## src/design/tnr_pkg.sv

```systemverilog
package tnr_pkg;
  // Register byte addresses
  localparam logic [7:0] ADR_ICTL = 8'h34;
  localparam logic [7:0] ADR_DCTL = 8'h38;
  localparam logic [7:0] ADR_IVH  = 8'h3c;
  localparam logic [7:0] ADR_STAT = 8'h40;
  // Field positions
  localparam int CTL_TRAP_BIT = 7;
  localparam int CTL_FPOS_BIT = 6;
  localparam int CTL_L0EN_BIT = 0;
  localparam int DCTL_MEN_BIT = 0;
  // Reset values
  localparam logic       L0EN_RST = 1'b1;
  localparam logic       IEF_RST  = 1'b0;
  localparam logic       MEN_RST  = 1'b0;
  localparam logic [7:0] IVH_RST  = 8'h00;
  localparam logic [1:0] MODE_RST = 2'h0;
  // Response modes
  localparam logic [1:0] MODE_0 = 2'h0;
  localparam logic [1:0] MODE_1 = 2'h1;
  localparam logic [1:0] MODE_2 = 2'h2;
  // Restart addresses
  localparam logic [15:0] TRAP_VEC = 16'h0000;
  localparam logic [15:0] NMI_VEC  = 16'h0066;
  localparam logic [15:0] M1_VEC   = 16'h0038;
  // Acknowledge cycle timing: T1, T2, waits, T3
  localparam logic [2:0] ACK_T3_PLAIN = 3'h2;
  localparam logic [2:0] ACK_WAITS    = 3'h2;
  // Sequencer states
  typedef enum logic [7:0] {
    ST_IDLE = 8'h01,
    ST_TRAP = 8'h02,
    ST_NMI  = 8'h04,
    ST_ACK  = 8'h08,
    ST_OPCK = 8'h10,
    ST_PUSH = 8'h20,
    ST_VLO  = 8'h40,
    ST_VHI  = 8'h80
  } tnr_state_t;
endpackage

```

## src/design/tnr_resp.sv

```systemverilog
// The Wishbone register port and the placing of the registers were left to the implementer.
`timescale 1ns/1ps
`default_nettype none
module tnr_resp (
  // Clock and reset
  input  wire logic        clk_i,
  input  wire logic        rst_i,
  // Wishbone slave
  input  wire logic        cyc_i,
  input  wire logic        stb_i,
  input  wire logic        we_i,
  input  wire logic [7:0]  adr_i,
  input  wire logic [3:0]  sel_i,
  input  wire logic [31:0] dat_i,
  output logic      [31:0] dat_o,
  output logic             ack_o,
  // Pins
  input  wire logic        nmi_n_i,
  input  wire logic        level0_request_n_i,
  input  wire logic [7:0]  data_bus_i,
  output logic             instruction_fetch_strobe_n_o,
  output logic             io_enable_strobe_n_o,
  // Core timing and decode
  input  wire logic        sample_slot_i,
  input  wire logic        mcyc_end_i,
  input  wire logic        undef_op_i,
  input  wire logic        undef_third_i,
  input  wire logic        op_illegal_i,
  input  wire logic        op_more_i,
  input  wire logic        enable_interrupts_instruction_i,
  input  wire logic        disable_interrupts_i,
  input  wire logic        return_from_nonmaskable_i,
  input  wire logic        response_mode_select_i,
  input  wire logic [1:0]  response_mode_value_i,
  input  wire logic [15:0] pc_i,
  // Core memory port for vector table reads
  input  wire logic        mem_ack_i,
  input  wire logic [7:0]  mem_data_i,
  output logic             mem_rd_o,
  output logic      [15:0] mem_addr_o,
  // Core sequencing outputs
  output logic             busy_o,
  output logic             push_o,
  output logic      [15:0] push_val_o,
  output logic             jump_o,
  output logic      [15:0] jump_addr_o,
  output logic             op_valid_o,
  output logic      [7:0]  op_o,
  output logic             no_insert_o,
  output logic             dma_master_enable_o
);
  tnr_pkg::tnr_state_t state_reg;
  logic       nmi_s1, nmi_s2, nmi_prev, nmi_latch_reg;
  logic       l0_s1, l0_s2;
  logic [7:0] d_s1, d_s2;
  logic       take_nmi_reg, take_l0_reg;
  logic       global_enable_flag_reg, saved_enable_flag_reg;
  logic       level0_line_enable_reg, trap_flag_reg, fetch_byte_position_flag_reg;
  logic       dma_master_enable_reg;
  logic [1:0] mode_reg;
  logic [7:0] ivh_reg, vec_lo_reg, tbl_lo_reg;
  logic [2:0] cnt_reg;
  logic [2:0] t3_idx;
  logic       st_idle, trap_go, nmi_go, l0_go, ack_t3, op_trap;
  logic       wb_req, wb_wr;

  // Pin synchronisers, two flops each
  always_ff @(posedge clk_i) begin
    if (rst_i) begin
      nmi_s1 <= 1'b1;
      nmi_s2 <= 1'b1;
      l0_s1  <= 1'b1;
      l0_s2  <= 1'b1;
      d_s1   <= 8'h00;
      d_s2   <= 8'h00;
    end else begin
      nmi_s1 <= nmi_n_i;
      nmi_s2 <= nmi_s1;
      l0_s1  <= level0_request_n_i;
      l0_s2  <= l0_s1;
      d_s1   <= data_bus_i;
      d_s2   <= d_s1;
    end
  end

  // Sequencer events; trap outranks everything, then non-maskable, then level 0
  assign st_idle = (state_reg == tnr_pkg::ST_IDLE);
  assign trap_go = st_idle & undef_op_i;
  assign nmi_go  = st_idle & ~undef_op_i & mcyc_end_i & take_nmi_reg;
  assign l0_go   = st_idle & ~undef_op_i & mcyc_end_i & take_l0_reg & ~take_nmi_reg;
  assign t3_idx  = (mode_reg == tnr_pkg::MODE_2) ? tnr_pkg::ACK_T3_PLAIN + tnr_pkg::ACK_WAITS
                                                 : tnr_pkg::ACK_T3_PLAIN;
  assign ack_t3  = (state_reg == tnr_pkg::ST_ACK) && (cnt_reg == t3_idx);
  assign op_trap = (state_reg == tnr_pkg::ST_OPCK) & op_illegal_i;
  assign busy_o  = ~st_idle;

  // Falling-edge latch of the non-maskable request, held until sampled
  always_ff @(posedge clk_i) begin
    if (rst_i) begin
      nmi_prev      <= 1'b1;
      nmi_latch_reg <= 1'b0;
    end else begin
      nmi_prev <= nmi_s2;
      if (nmi_prev & ~nmi_s2)
        nmi_latch_reg <= 1'b1;
      else if (sample_slot_i & st_idle)
        nmi_latch_reg <= 1'b0;
    end
  end

  // Sampling at the slot before T3 or Ti of the last machine cycle
  always_ff @(posedge clk_i) begin
    if (rst_i) begin
      take_nmi_reg <= 1'b0;
      take_l0_reg  <= 1'b0;
    end else if (sample_slot_i & st_idle) begin
      take_nmi_reg <= nmi_latch_reg | (nmi_prev & ~nmi_s2);
      take_l0_reg  <= ~l0_s2 & global_enable_flag_reg & level0_line_enable_reg;
    end else if (mcyc_end_i | ~st_idle) begin
      take_nmi_reg <= 1'b0;
      take_l0_reg  <= 1'b0;
    end
  end

  // Global and saved enable flags
  always_ff @(posedge clk_i) begin
    if (rst_i) begin
      global_enable_flag_reg <= tnr_pkg::IEF_RST;
      saved_enable_flag_reg  <= tnr_pkg::IEF_RST;
    end else if (nmi_go) begin
      saved_enable_flag_reg  <= global_enable_flag_reg;
      global_enable_flag_reg <= 1'b0;
    end else if (l0_go) begin
      saved_enable_flag_reg  <= 1'b0;
      global_enable_flag_reg <= 1'b0;
    end else if (return_from_nonmaskable_i) begin
      global_enable_flag_reg <= saved_enable_flag_reg;
    end else if (enable_interrupts_instruction_i) begin
      global_enable_flag_reg <= 1'b1;
      saved_enable_flag_reg  <= 1'b1;
    end else if (disable_interrupts_i) begin
      global_enable_flag_reg <= 1'b0;
      saved_enable_flag_reg  <= 1'b0;
    end
  end

  // Response mode select
  always_ff @(posedge clk_i) begin
    if (rst_i)
      mode_reg <= tnr_pkg::MODE_RST;
    else if (response_mode_select_i && response_mode_value_i != 2'h3)
      mode_reg <= response_mode_value_i;
  end

  // Wishbone handshake: ack one cycle after the request, dropped after one
  assign wb_req = cyc_i & stb_i & ~ack_o;
  assign wb_wr  = cyc_i & stb_i & ack_o & we_i & sel_i[0]; // Write lands at the ack edge
  always_ff @(posedge clk_i) begin
    if (rst_i)
      ack_o <= 1'b0;
    else
      ack_o <= wb_req;
  end

  // Interrupt/trap control register; hardware set wins over software clear
  always_ff @(posedge clk_i) begin
    if (rst_i) begin
      trap_flag_reg                <= 1'b0;
      fetch_byte_position_flag_reg <= 1'b0;
      level0_line_enable_reg       <= tnr_pkg::L0EN_RST;
    end else begin
      if (trap_go | op_trap) begin
        trap_flag_reg                <= 1'b1;
        fetch_byte_position_flag_reg <= trap_go & undef_third_i;
      end else if (wb_wr && adr_i == tnr_pkg::ADR_ICTL && !dat_i[tnr_pkg::CTL_TRAP_BIT]) begin
        trap_flag_reg <= 1'b0; // Writing one is ignored
      end
      if (wb_wr && adr_i == tnr_pkg::ADR_ICTL)
        level0_line_enable_reg <= dat_i[tnr_pkg::CTL_L0EN_BIT];
    end
  end

  // DMA control and vector high registers; non-maskable entry clear wins
  always_ff @(posedge clk_i) begin
    if (rst_i) begin
      dma_master_enable_reg <= tnr_pkg::MEN_RST;
      ivh_reg               <= tnr_pkg::IVH_RST;
    end else begin
      if (nmi_go)
        dma_master_enable_reg <= 1'b0;
      else if (wb_wr && adr_i == tnr_pkg::ADR_DCTL)
        dma_master_enable_reg <= dat_i[tnr_pkg::DCTL_MEN_BIT];
      if (wb_wr && adr_i == tnr_pkg::ADR_IVH)
        ivh_reg <= dat_i[7:0];
    end
  end
  assign dma_master_enable_o = dma_master_enable_reg;

  // Read data; unmapped addresses read zero
  always_ff @(posedge clk_i) begin
    if (rst_i) begin
      dat_o <= 32'h0000_0000;
    end else if (wb_req & ~we_i) begin
      case (adr_i)
        tnr_pkg::ADR_ICTL: dat_o <= {24'h00_0000, trap_flag_reg, fetch_byte_position_flag_reg,
                                     5'h00, level0_line_enable_reg};
        tnr_pkg::ADR_DCTL: dat_o <= {31'h0000_0000, dma_master_enable_reg};
        tnr_pkg::ADR_IVH:  dat_o <= {24'h00_0000, ivh_reg};
        tnr_pkg::ADR_STAT: dat_o <= {16'h0000, state_reg, 4'h0, mode_reg,
                                     saved_enable_flag_reg, global_enable_flag_reg};
        default:           dat_o <= 32'h0000_0000;
      endcase
    end
  end

  // Response sequencer
  always_ff @(posedge clk_i) begin
    if (rst_i) begin
      state_reg   <= tnr_pkg::ST_IDLE;
      cnt_reg     <= 3'h0;
      push_o      <= 1'b0;
      push_val_o  <= 16'h0000;
      jump_o      <= 1'b0;
      jump_addr_o <= 16'h0000;
      op_valid_o  <= 1'b0;
      op_o        <= 8'h00;
      mem_rd_o    <= 1'b0;
      mem_addr_o  <= 16'h0000;
      vec_lo_reg  <= 8'h00;
      tbl_lo_reg  <= 8'h00;
      no_insert_o <= 1'b0;
      instruction_fetch_strobe_n_o <= 1'b1;
      io_enable_strobe_n_o         <= 1'b1;
    end else begin
      push_o      <= 1'b0;
      jump_o      <= 1'b0;
      op_valid_o  <= 1'b0;
      no_insert_o <= (state_reg == tnr_pkg::ST_TRAP);
      case (state_reg)
        tnr_pkg::ST_IDLE: begin
          cnt_reg <= 3'h0;
          if (trap_go) begin
            state_reg <= tnr_pkg::ST_TRAP;
          end else if (nmi_go) begin
            state_reg <= tnr_pkg::ST_NMI;
          end else if (l0_go) begin
            state_reg <= tnr_pkg::ST_ACK;
            instruction_fetch_strobe_n_o <= 1'b0;
            io_enable_strobe_n_o         <= 1'b0;
          end
        end
        tnr_pkg::ST_TRAP: begin
          push_o      <= 1'b1;
          push_val_o  <= pc_i;
          jump_o      <= 1'b1;
          jump_addr_o <= tnr_pkg::TRAP_VEC;
          state_reg   <= tnr_pkg::ST_IDLE;
        end
        tnr_pkg::ST_NMI: begin
          push_o      <= 1'b1;
          push_val_o  <= pc_i;
          jump_o      <= 1'b1;
          jump_addr_o <= tnr_pkg::NMI_VEC;
          state_reg   <= tnr_pkg::ST_IDLE;
        end
        tnr_pkg::ST_ACK: begin
          cnt_reg <= cnt_reg + 3'h1;
          if (ack_t3) begin
            instruction_fetch_strobe_n_o <= 1'b1;
            io_enable_strobe_n_o         <= 1'b1;
            cnt_reg                      <= 3'h0;
            case (mode_reg)
              tnr_pkg::MODE_0: begin
                op_o       <= d_s2;
                op_valid_o <= 1'b1;
                state_reg  <= tnr_pkg::ST_OPCK;
              end
              tnr_pkg::MODE_1: begin
                push_o      <= 1'b1;
                push_val_o  <= pc_i;
                jump_o      <= 1'b1;
                jump_addr_o <= tnr_pkg::M1_VEC;
                state_reg   <= tnr_pkg::ST_IDLE;
              end
              default: begin
                vec_lo_reg <= d_s2;
                state_reg  <= tnr_pkg::ST_PUSH;
              end
            endcase
          end
        end
        tnr_pkg::ST_OPCK: begin
          if (op_illegal_i) begin
            state_reg <= tnr_pkg::ST_TRAP;
          end else if (op_more_i) begin
            state_reg <= tnr_pkg::ST_ACK;
            instruction_fetch_strobe_n_o <= 1'b0;
            io_enable_strobe_n_o         <= 1'b0;
          end else begin
            state_reg <= tnr_pkg::ST_IDLE;
          end
        end
        tnr_pkg::ST_PUSH: begin
          push_o     <= 1'b1;
          push_val_o <= pc_i;
          mem_rd_o   <= 1'b1;
          mem_addr_o <= {ivh_reg, vec_lo_reg};
          state_reg  <= tnr_pkg::ST_VLO;
        end
        tnr_pkg::ST_VLO: begin
          if (mem_ack_i) begin
            tbl_lo_reg <= mem_data_i;
            mem_addr_o <= mem_addr_o + 16'h0001;
            state_reg  <= tnr_pkg::ST_VHI;
          end
        end
        tnr_pkg::ST_VHI: begin
          if (mem_ack_i) begin
            mem_rd_o    <= 1'b0;
            jump_o      <= 1'b1;
            jump_addr_o <= {mem_data_i, tbl_lo_reg};
            state_reg   <= tnr_pkg::ST_IDLE;
          end
        end
        default: state_reg <= tnr_pkg::ST_IDLE;
      endcase
    end
  end
endmodule // tnr_resp
`default_nettype wire

```

## config.mk

```make
export PLATFORM = sky130hd
export DESIGN_NAME = tnr_resp
export DESIGN_NICKNAME = d
export VERILOG_FILES = /design/src/design/tnr_pkg.sv /design/src/design/tnr_resp.sv
export SDC_FILE = /design/constraint.sdc
export NUM_CORES = 1
export LEC_CHECK = 0
export ABC_CLOCK_PERIOD_IN_PS = 3100
export BUFFER_PORTS_ARGS = -buffer_cell sky130_fd_sc_hd__buf_2
export CORE_ASPECT_RATIO = 1.75
export CORE_MARGIN = 2
export CORE_UTILIZATION = 55
export CTS_BUF_LIST = sky130_fd_sc_hd__clkbuf_4 sky130_fd_sc_hd__clkbuf_8 sky130_fd_sc_hd__clkbuf_16
export CTS_CLUSTER_DIAMETER = 200
export DETAILED_ROUTE_END_ITERATION = 12
export PLACE_DENSITY = 0.85
export SKIP_LAST_GASP = 1
export SLEW_MARGIN = 10
export SYNTH_ARGS = -nofsm -noshare
export SYNTH_HDL_FRONTEND = slang
export SYNTH_SLANG_ARGS = --single-unit
```

## constraint.sdc

```tcl
create_clock -name clk_i -period 3.1 [get_ports clk_i]
set_input_delay 0.155 -clock clk_i [delete_from_list [all_inputs] [get_ports clk_i]]
set_output_delay 0.155 -clock clk_i [all_outputs]
set_load 0.02 [all_outputs]
```

After elaboration in Yosys (flattened, before gate mapping) --
Cells that the tools add are included.
Operators by class: add/subtract/negate cells 2, eq/ne operators 27, muxes and demuxes 51, reduce and logical (&&, ||, !) cells 35, bitwise gates (word level) 31
Operators with widths (number):
- case mux 16 bit (4 select lines) | 2
- 2-to-1 mux 16 bit | 6
- case mux 16 bit (2 select lines) | 2
- 2-to-1 mux 8 bit | 6
- case mux 8 bit (6 select lines) | 1
- equality test 8 x 6 -> 1 bit, second input constant | 4
- 2-to-1 mux 1 bit | 24
- bitwise AND 1 bit | 18
- adder 16 x 1 -> 16 bit, second input constant | 1
- equality test 8 x 7 -> 1 bit, second input constant | 2
- inequality test 2 bit, second input constant | 8
- nonzero test 2 bit | 7
- case mux 6 bit (2 select lines) | 1
- NOT 1 bit | 10
- AND reduction 3 bit | 3
- OR reduction 3 bit | 3
- equality test 8 x 1 -> 1 bit, second input constant | 1
- equality test 8 x 2 -> 1 bit, second input constant | 1
- equality test 8 x 3 -> 1 bit, second input constant | 1
- equality test 8 x 4 -> 1 bit, second input constant | 1
- equality test 8 x 5 -> 1 bit, second input constant | 1
- equality test 8 bit, second input constant | 1
- 2-to-1 mux 4 bit | 2
- AND reduction 2 bit | 4
- 20 further kinds | 36
Storage, ports and cells: word-level logic and storage cells 180, output and inout bits 98, flip-flop bits (word level) 162

Longest topological paths before layout --
Gate-level depths: netlist of run 1.
depth in word-level cells 9, mapped depth 8, depth with buffers taken out 6

Worst setup path after synthesis of run 1 --
No wires, ideal clock.
path type register -> register, start reg state_reg[4], end reg push_val_o[10], stages on the path, launching flop included 7, arrival 1880 ps, library setup time 128 ps, data required time 2972 ps, path slack 1092 ps, buffers on the path 1, period minus slack after synthesis 2008 ps, path through dfxtp_1 or4_1 or4_4 nand3_4 buf_6 mux2i_1 nor2_1
Between the ends: word-level cells in the longest chain between the ends 4, elaborated cells on any way between the ends 11
RTL lines:
- start, declared | line tnr_resp.sv:52 | tnr_pkg::tnr_state_t state_reg;
- start signal, assigned | line tnr_resp.sv:219 | state_reg <= tnr_pkg::ST_IDLE;
- start signal, assigned | line tnr_resp.sv:243 | state_reg <= tnr_pkg::ST_TRAP;
- start signal, assigned | line tnr_resp.sv:245 | state_reg <= tnr_pkg::ST_NMI;
- equality test 8 x 2 -> 1 bit (tied with other cells) | line tnr_resp.sv:239 | case (state_reg)
- OR reduction 3 bit (no source line) / logical AND 1 bit (equally long branches)
- nonzero test 2 bit (no source line) / inequality test 2 bit (equally long branches)
- AND reduction 3 bit (no source line)
- end signal, assigned | line tnr_resp.sv:254 | push_val_o <= pc_i;
- end signal, assigned | line tnr_resp.sv:261 | push_val_o <= pc_i;
- end signal, assigned | line tnr_resp.sv:280 | push_val_o <= pc_i;
- end, declared | line tnr_resp.sv:44 | output logic [15:0] push_val_o,
Parallel ways exist; a longest one is shown, timed or not. A chain may end at the register's enable or synchronous reset.

Worst setup path after layout of run 1 --
start reg state_reg[3], end reg tbl_lo_reg[3]
Between the ends: word-level cells in the longest chain between the ends 2
RTL lines:
- equality test 8 x 7 -> 1 bit | line tnr_resp.sv:239
- AND reduction 2 bit (no source line)
- end signal, assigned | line tnr_resp.sv:312 | tbl_lo_reg <= mem_data_i;
- end, declared | line tnr_resp.sv:61 | logic [7:0] ivh_reg, vec_lo_reg, tbl_lo_reg;
No other way between the ends.

==> impl_metrics.csv, run 1 <==
group,metric,value,unit
layout,mostFrequentLayoutCell,"buf_2",
timing,final.setup.tns,0,ns
place,hpwlAfterDp,10.57,mm
worst_setup_path,crit_type,"reg -> reg",
timing,worst_slack,0.6421,ns
logic_synthesis,yosysTopAreaCell,"dfxtp_1",
timing,min_period_over_period,79.29,%
worst_setup_path,crit_fanout,13,
layout,drive_gt1_share,25.61,%
grt,overflow,0,
worst_setup_path,end_kind,"register",
hold_path,worstHoldStart,"response_mode_value_i[1]",
layout,n_antenna_cell,0,
logic_synthesis,synth_area,0.006152,sq mm
logic_synthesis,async_flop_share,0,%
detailed_routing,vias,5604,
pwr,peakVddDrop,0.4984,mV
clock_network,postCtsSetupBuffers,0,
floorplan,core-area,0.01104,sq mm
floorplan,die-area,0.01208,sq mm
clock_network,htree_levels,4,
clock_network,cts_tree,"done",
logic_synthesis,yosys_warnings,0,
logic_synthesis,synth_edf_count,0,
detailed_routing,ant_nets,0,
place,pre_cts_ws,0.7444,ns
clock_network,clkSinkCount,146,
detailed_routing,routed_via_density,5.632,
clock_network,root_buffer,"clkbuf_16",
worst_setup_path,startpoint,"state_reg[3]",
worst_setup_path,regToRegSetupSlack,0.64,ns
logic_synthesis,avgSynthCellArea,9.141,sq um
layout,utilization,71.77,%
worst_setup_path,crit_required,3.39,ns
timing,tightest_slew,0.9460,ns
outcome,status,"complete, no violations",
detailed_routing,wl_per_cell,16.22,microns
hold_path,hold_class,"in -> reg",
logic_synthesis,synth_flop_cell,"dfxtp_1",
timing,fmax,0.4069,GHz
place,gp_congestion,0.9042,
floorplan,pin_count,194,
detailed_routing,drt_iter0_markers,386,
timing,setup_violations,0,
clock_network,cts_hold_buffers,43,
detailed_routing,postRouteWirelength,16.13,mm
layout,fin_nets,948,
clock_network,clk_pin_slew_worst_paths,0.07,ns
floorplan,start_util,55.73,%
floorplan,die-height,143.9,microns
clock_network,clk_latency,0.42,ns
worst_setup_path,timing.rr.start,"state_reg[3]",
pwr,design_power_total,4.323,mW
floorplan,row_count,51,
layout,final_cell_mix,"149 x buf_2, 146 x dfxtp_1, 83 x nor2_1, 52 x mux2i_1, 44 x nand2_1",
clock_network,cts_max_path_buffers,2,
timing,finalHoldViolCount,0,
layout,syn2layout_area_growth,28.78,%
logic_synthesis,netlist.area_leader.share,47.51,%
timing,finalMaxSlewViolations,0,
logic_synthesis,ys_seq_elements,146,
grt,grt_first_pass_wirelength,25.94,mm
grt,grt_pass1_vias,5493,
pwr,p_leak,3.371,nW
layout,fillers,803,
clock_network,numCtsBuffers,17,
grt,antenna_found_initial,0,
grt,grt_max_degree,83,
flow_run,maxCapViolations,0,
layout,regArea,0.002923,sq mm
pwr,cellPowerDensity,545.6,mW/mm^2
worst_setup_path,worstPathArrival,2.75,ns
timing,rsz0062_at_grt,"false",
logic_synthesis,ys_top_cells_by_area,"dfxtp_1 48%, mux2i_1 8.5%, nor2_1 5.1%",
floorplan,fp.dieW,83.95,microns
timing,period_needed,2.458,ns
timing,timing.slew.headroom,36.66,%
logic_synthesis,ys_seq_area_share,47.51,%
detailed_routing,drc_errors,0,
worst_setup_path,start_kind,"register",
grt,grt_usage,26.87,%
place,port-buffer-count,150,
logic_synthesis,netlist-cell-type-count,69,
logic_synthesis,synth_cells,673,
layout,multi_input_area,0.002937,sq mm
detailed_routing,dr.pass1.iters,6,
clock_network,cts_resized,0,
timing,clock_skew,0.009014,ns
per-layer routing:
metal / global-route usage, % / vias up / share of wire, %
met5: 0 / - / 0
met4: 13.07 / 0 / 2.8
met3: 6.835 / 34 / 6.0
met2: 48.67 / 241 / 53
met1: 28.88 / 2621 / 38
li1: - / 2708 / -
critical path: stages, from the launching register on:
cell     delay [ns]
dfxtp_1        0.42
nor3_1         0.41
and4b_1        0.62
nand2_1        0.48
mux2i_1        0.33
nor2_1         0.08
worst paths after layout:
kind                                      end  cells past startpoint
worst min-delay path              mode_reg[0]                      4
worst min register to register          l0_s2                      1
worst max register to register  tbl_lo_reg[3]                      5
worst max-delay path            tbl_lo_reg[3]                      5
Yosys cell counts (all sizes together) (3+ instances only):
cell type and count:
nand2b 4, a21o 3, or3 7, a21oi 41, buf 29, o31ai 3
nand3 20, nor3 28, a22oi 5, a211oi 10, mux2i 52, or4 3
clkbuf 30, nor4b 3, nand4 9, inv 10, and3b 3, nor2 84
dfxtp 146, or2 6, a31oi 4, o21ai 26, and4 3, mux2 4
and2 8, a22o 10, nand2 44, and3 5, o311a 3, nor4 9
nor2b 25
stage by stage:
stage	cell area (sq um)	hold slack [ns]	std cells
floorplan	6208	0.2588	688
global placement	6883	0.3408	920
detailed placement	6883	0.3418	920
CTS	7923	0.006402	995
global route	7923	0.04062	995
finish	7923	0.02466	995
where the power goes:
part	leakage [nW]	switching (mW)	internal, mW
Clock	0.294	0.866	1.24
Sequential	1.18	0.0264	1.91
Combinational	1.89	0.159	0.126
logic make-up (layout without fill, tap and decap cells):
| group | after synthesis | in the layout | share of synthesized area (%) |
|---|---|---|---|
| AND/OR/NAND/NOR | 269 | 269 | 22.66 |
| flip-flops | 146 | 146 | 47.51 |
| AO/OA/AOI/OAI | 127 | 127 | 13.87 |
| buffers and inverters | 69 | 244 | 5.877 |
| multiplexers | 56 | 56 | 9.193 |
| XOR/XNOR | 3 | 3 | 0.4272 |
| adder cells (fa/ha/maj) | 2 | 2 | 0.4067 |
| other | 1 | 16 | 0.06095 |
layout make-up:
cell class | count | share of cell area, %
Multi-Input combinational cell | 473 | 37.07
Sequential cell | 146 | 36.89
Timing Repair Buffer | 202 | 15.79
Clock buffer | 18 | 5.543
Clock inverter | 14 | 2.148
Tap cell | 132 | 2.085
Inverter | 10 | 0.4738
Note: power is estimated with default switching activity, not from simulation.
==> run 2, diff against run 1 <==
Settings changed: ABC_CLOCK_PERIOD_IN_PS 3100 to 2300, CORE_UTILIZATION 55 to 51, PLACE_DENSITY 0.85 to 0.8.
Clock period 3.1 ns to 2.3 ns, I/O delays scaled along.
==> run 2 against run 1 <==
Compared with the run above: final area rose by 2.4%; utilization fell by 3.4 points; wire length rose by 0.25%; die area rose by 7.5%; clock power rose by 24%; critical path type unchanged; combinational power rose by 44%; clock-buffer cell count did not move; global-route usage fell by 1.9 points; sequential share of layout area fell by 0.86 points; largest cell class unchanged; critical endpoint is now jump_addr_o[8]; sequential power rose by 34%; via count rose by 1.3%.
==> impl_metrics.csv, run 2 (synthesis results as in run 1) <==
group,metric,value,unit
floorplan,core-area,0.01187,sq mm
timing,setup_violations,0,
detailed_routing,postRouteWirelength,16.17,mm
clock_network,clkSinkCount,146,
timing,whs,0.004634,ns
place,hpwlAfterDp,11.03,mm
grt,grt_max_degree,38,
timing,period_needed,2.195,ns
layout,final_cell_mix,"149 x buf_2, 146 x dfxtp_1, 83 x nor2_1, 52 x mux2i_1, 48 x dlygate4sd3_1",
detailed_routing,wl_per_cell,15.73,microns
grt,antenna_found_initial,0,
detailed_routing,drt_iter0_markers,298,
hold_path,worstHoldStart,"undef_op_i",
layout,n_antenna_cell,0,
floorplan,start_util,51.83,%
timing,timing.slew.headroom,55.74,%
floorplan,die-height,149.3,microns
grt,grt_first_pass_wirelength,25.63,mm
clock_network,numCtsBuffers,17,
pwr,peakVddDrop,0.4895,mV
detailed_routing,dr.pass1.iters,5,
timing,rsz0062_at_grt,"false",
clock_network,cts_tree,"done",
clock_network,root_buffer,"clkbuf_16",
worst_setup_path,cpPeakStageDelay,0.57,ns
timing,min_period_over_period,95.43,%
worst_setup_path,end_kind,"register",
grt,grt_pass1_vias,5420,
clock_network,cts_max_path_buffers,2,
layout,fin_nets,976,
place,gp_congestion,0.8965,
detailed_routing,vias,5677,
grt,grt_usage,24.97,%
floorplan,fp.dieW,87.03,microns
worst_setup_path,crit_fanout,10,
layout,fillers,946,
worst_setup_path,timing.rr.start,"state_reg[5]",
timing,finalMaxSlewViolations,0,
clock_network,clk_pin_slew_worst_paths,0.06,ns
detailed_routing,drc_errors,0,
timing,tightest_slew,0.6603,ns
timing,clock_skew,0.01148,ns
timing,finalHoldViolCount,0,
hold_path,hold_class,"in -> reg",
place,port-buffer-count,150,
clock_network,clk_latency,0.42,ns
timing,fmax,0.4556,GHz
pwr,cellPowerDensity,692.8,mW/mm^2
floorplan,die-area,0.01299,sq mm
worst_setup_path,crit_slowest_cell,"or4_1",
worst_setup_path,start_kind,"register",
layout,mostFrequentLayoutCell,"buf_2",
worst_setup_path,crit_type,"reg -> reg",
floorplan,pin_count,194,
layout,syn2layout_area_growth,31.87,%
worst_setup_path,worstPathArrival,2.56,ns
detailed_routing,routed_via_density,5.522,
clock_network,htree_levels,4,
timing,final.setup.tns,0,ns
floorplan,row_count,53,
worst_setup_path,cp_cell_sequence,"or4_1 -> or4_4 -> nand2_1 -> o211a_1 -> a22o_1",
pwr,p_leak,3.499,nW
layout,multi_input_area,0.002953,sq mm
layout,regArea,0.002923,sq mm
flow_run,maxCapViolations,0,
layout,drive_gt1_share,27.50,%
clock_network,postCtsSetupBuffers,0,
worst_setup_path,crit_required,2.67,ns
grt,overflow,0,
detailed_routing,ant_nets,0,
outcome,status,"complete, no violations",
worst_setup_path,startpoint,"state_reg[5]",
run 2: changes by cell type in the layout (fill, tap and decap cells not counted), sizes merged:
cell and change:
buf +22, bufinv -2, clkinv +2, dlygate4sd3 +5, nand3 +1
run 2: power by group:
part / internal (mW) / switching [mW]
registers: 2.57 / 0.0291
logic: 0.187 / 0.225
clock network: 1.45 / 1.16
run 2: what timing repair did:
action,in CTS,in global routing
resized for setup,0,1
hold endpoints to repair,56,0
endpoints found under the setup margin,0,9
hold buffers,48,0
run 2: critical path: cells and delay by family (launching register included):
kind | cells | cell delay, ns
and+or+nand+nor | 3 | 1.24
AOI/OAI and AO/OA | 2 | 0.53
DFF | 1 | 0.37
run 2: stage by stage:
stage / area (sq um) / power [mW] / cells / worst slack [ns] / util, %
after floorplan: 6208 / 2.876 / 688 / 0.2923 / -
after global placement: 7054 / 2.992 / 947 / 0.1707 / 59.43
after detailed placement: 7054 / 2.998 / 947 / 0.1014 / 59.43
after CTS: 8097 / 5.645 / 1027 / 0.08511 / 68.21
after global routing: 8113 / 5.806 / 1028 / 0.01817 / 68.35
final: 8113 / 5.621 / 1028 / 0.1052 / 68.35
run 2: final cells by class:
cell class	instances	area share (%)
clock inverter	14	1.511
clock buffer	18	5.413
inverter	10	0.4627
sequential	146	36.03
multi-input combinational	474	36.40
tap	137	2.113
timing repair buffer	229	18.08
run 2: routing by layer:
metal  share of wire (%)  wire, microns  global-route usage (%)  vias to the layer above
met3                 6.2           1008                   7.360                       41
li1                    -              -                       -                     2765
met5                   0              0                       0                        -
met1                  38           6158                   26.37                     2649
met4                 3.5            573                   12.03                        0
met2                  52           8434                   44.20                      222
run 2: worst paths after layout:
check | endpoint | slack, ns | depth (start not counted)
max reg2reg | jump_addr_o[8] | 0.11 | 5
max | jump_addr_o[8] | 0.11 | 5
min reg2reg | nmi_s2 | 0.42 | 1
min | fetch_byte_position_flag_reg | 0.005 | 3
==> run 3, diff against run 2 <==
Settings changed: ABC_CLOCK_PERIOD_IN_PS 2300 to 2350, CORE_UTILIZATION 51 to 30, PLACE_DENSITY 0.8 to unset.
Clock period 2.3 ns to 2.35 ns, I/O delays scaled along.
==> run 3 against run 2 <==
Compared with the run above: first-iteration DRC count fell by 39%; clock power grew 3%; worst setup slack lost 0.0082 ns; final area grew 2.1%; wire length grew 6.7%; register-to-register slack hardly changed; global-route usage shrank 9.0 points; sequential power is 2% lower; final cell count grew 11%; utilization decreased by 27 points; critical path type unchanged.
==> impl_metrics.csv, run 3 (synthesis results as in run 1) <==
group,metric,value,unit
timing,finalHoldViolCount,0,
grt,antenna_found_initial,1,
layout,syn2layout_area_growth,34.63,%
place,gp_congestion,0.8292,
detailed_routing,dr.pass1.iters,4,
timing,timing.slew.headroom,53.42,%
floorplan,row_count,69,
timing,final.setup.tns,0,ns
worst_setup_path,cp_cell_sequence,"or4_1 -> or4_4 -> nand3_4 -> mux2i_1 -> nor2_1",
place,pre_cts_ws,0.1684,ns
pwr,internal_power,4.299,mW
worst_setup_path,worstPathArrival,2.55,ns
layout,fin_area,0.008283,sq mm
timing,clock_skew,0.01125,ns
clock_network,root_buffer,"clkbuf_16",
grt,overflow,0,
timing,finalMaxSlewViolations,0,
clock_network,clk_pin_slew_worst_paths,0.06,ns
hold_path,hold_class,"in -> reg",
worst_setup_path,crit_slowest_cell,"or4_1",
pwr,p_leak,3.502,nW
place,placed_cells,1060,
worst_setup_path,regToRegSetupSlack,0.1,ns
clock_network,postCtsSetupBuffers,0,
clock_network,numCtsBuffers,17,
pwr,cellPowerDensity,681.5,mW/mm^2
grt,grt_first_pass_wirelength,27.51,mm
worst_setup_path,end_kind,"register",
floorplan,start_util,30.45,%
pwr,combPwrFrac,7.0,%
floorplan,pin_count,194,
layout,final_cell_mix,"149 x buf_2, 146 x dfxtp_1, 83 x nor2_1, 52 x mux2i_1, 48 x dlygate4sd3_1",
pwr,design_power_total,5.645,mW
layout,mostFrequentLayoutCell,"buf_2",
layout,n_antenna_cell,0,
pwr,p_seq_share,45.2,%
clock_network,cts_hold_buffers,48,
grt,grt_max_degree,91,
pwr,clockPowerShare,47.8,%
detailed_routing,wl_per_cell,15.15,microns
timing,whs,0.01080,ns
worst_setup_path,crit_fanout,16,
worst_setup_path,cp_top_family,"simple AND/OR/NAND/NOR gates",
detailed_routing,drt_iter0_markers,183,
worst_setup_path,crit_type,"reg -> reg",
worst_setup_path,cp_num_buf_inv,0,
clock_network,clkSinkCount,146,
timing,worst_slack,0.09697,ns
layout,fin_nets,977,
detailed_routing,postRouteWirelength,17.26,mm
clock_network,cts_tree,"done",
layout,drive_gt1_share,27.38,%
detailed_routing,routed_via_density,4.863,
floorplan,fp.dieW,112.3,microns
flow_run,maxCapViolations,0,
worst_setup_path,crit_required,2.65,ns
detailed_routing,ant_nets,0,
timing,period_needed,2.253,ns
outcome,status,"complete, no violations",
timing,min_period_over_period,95.87,%
place,place_area,0.007221,sq mm
grt,grt_usage,15.95,%
timing,rsz0062_at_grt,"false",
place,port-buffer-count,150,
place,hpwlAfterDp,12.22,mm
detailed_routing,vias,5539,
grt,grt_pass1_vias,5333,
timing,fmax,0.4438,GHz
worst_setup_path,cpPeakStageDelay,0.59,ns
layout,stdcell_count,1139,
floorplan,die-area,0.02171,sq mm
clock_network,cts_resized,0,
clock_network,clk_latency,0.43,ns
pwr,peakVddDrop,0.3716,mV
clock_network,htree_levels,4,
detailed_routing,drc_errors,0,
timing,setup_violations,0,
worst_setup_path,start_kind,"register",
pwr,power.switching,1.346,mW
timing,tightest_slew,0.6950,ns
floorplan,die-height,193.4,microns
clock_network,cts_max_path_buffers,2,
pwr,swShare,23.84,%
layout,utilization,41.00,%
floorplan,core-area,0.02020,sq mm
run 3: path summary, 6_finish.rpt:
| kind | from | to | cells past startpoint |
|---|---|---|---|
| setup reg to reg | state_reg[4] | push_val_o[2] | 5 |
| setup / recovery | state_reg[4] | push_val_o[2] | 5 |
| hold reg to reg | nmi_s1 | nmi_s2 | 1 |
| hold / removal | undef_op_i | fetch_byte_position_flag_reg | 3 |
run 3: power by group through the flow:
stage / clock network (mW) / registers, mW / logic (mW)
floorplan: 0 / 2.61 / 0.208
global placement: 0 / 2.61 / 0.334
detailed placement: 0 / 2.61 / 0.336
CTS: 2.78 / 2.55 / 0.397
global route: 2.86 / 2.56 / 0.432
finish: 2.70 / 2.55 / 0.394
run 3: worst min-delay path: stages:
cell,delay [ns]
buf_2,0.11
a32oi_1,0.09
nor2_1,0.07
run 3: per-layer routing:
layer  up-vias  global-route usage, %  share of wire [%]
met3        21                  4.323                5.1
met2       155                  29.07                 53
met5         -                      0              0.075
li1       2758                      -                  -
met1      2603                  17.12                 40
met4         2                  6.594                2.4
run 3: area by class of cell:
class | instances | area (sq um)
Multi-Input combinational cell | 473 | 2937
Tap cell | 248 | 310.3
Clock inverter | 12 | 135.1
Sequential cell | 146 | 2923
Clock buffer | 19 | 446.7
Fill cell | 2033 | 11920
Inverter | 10 | 37.54
Timing Repair Buffer | 231 | 1494
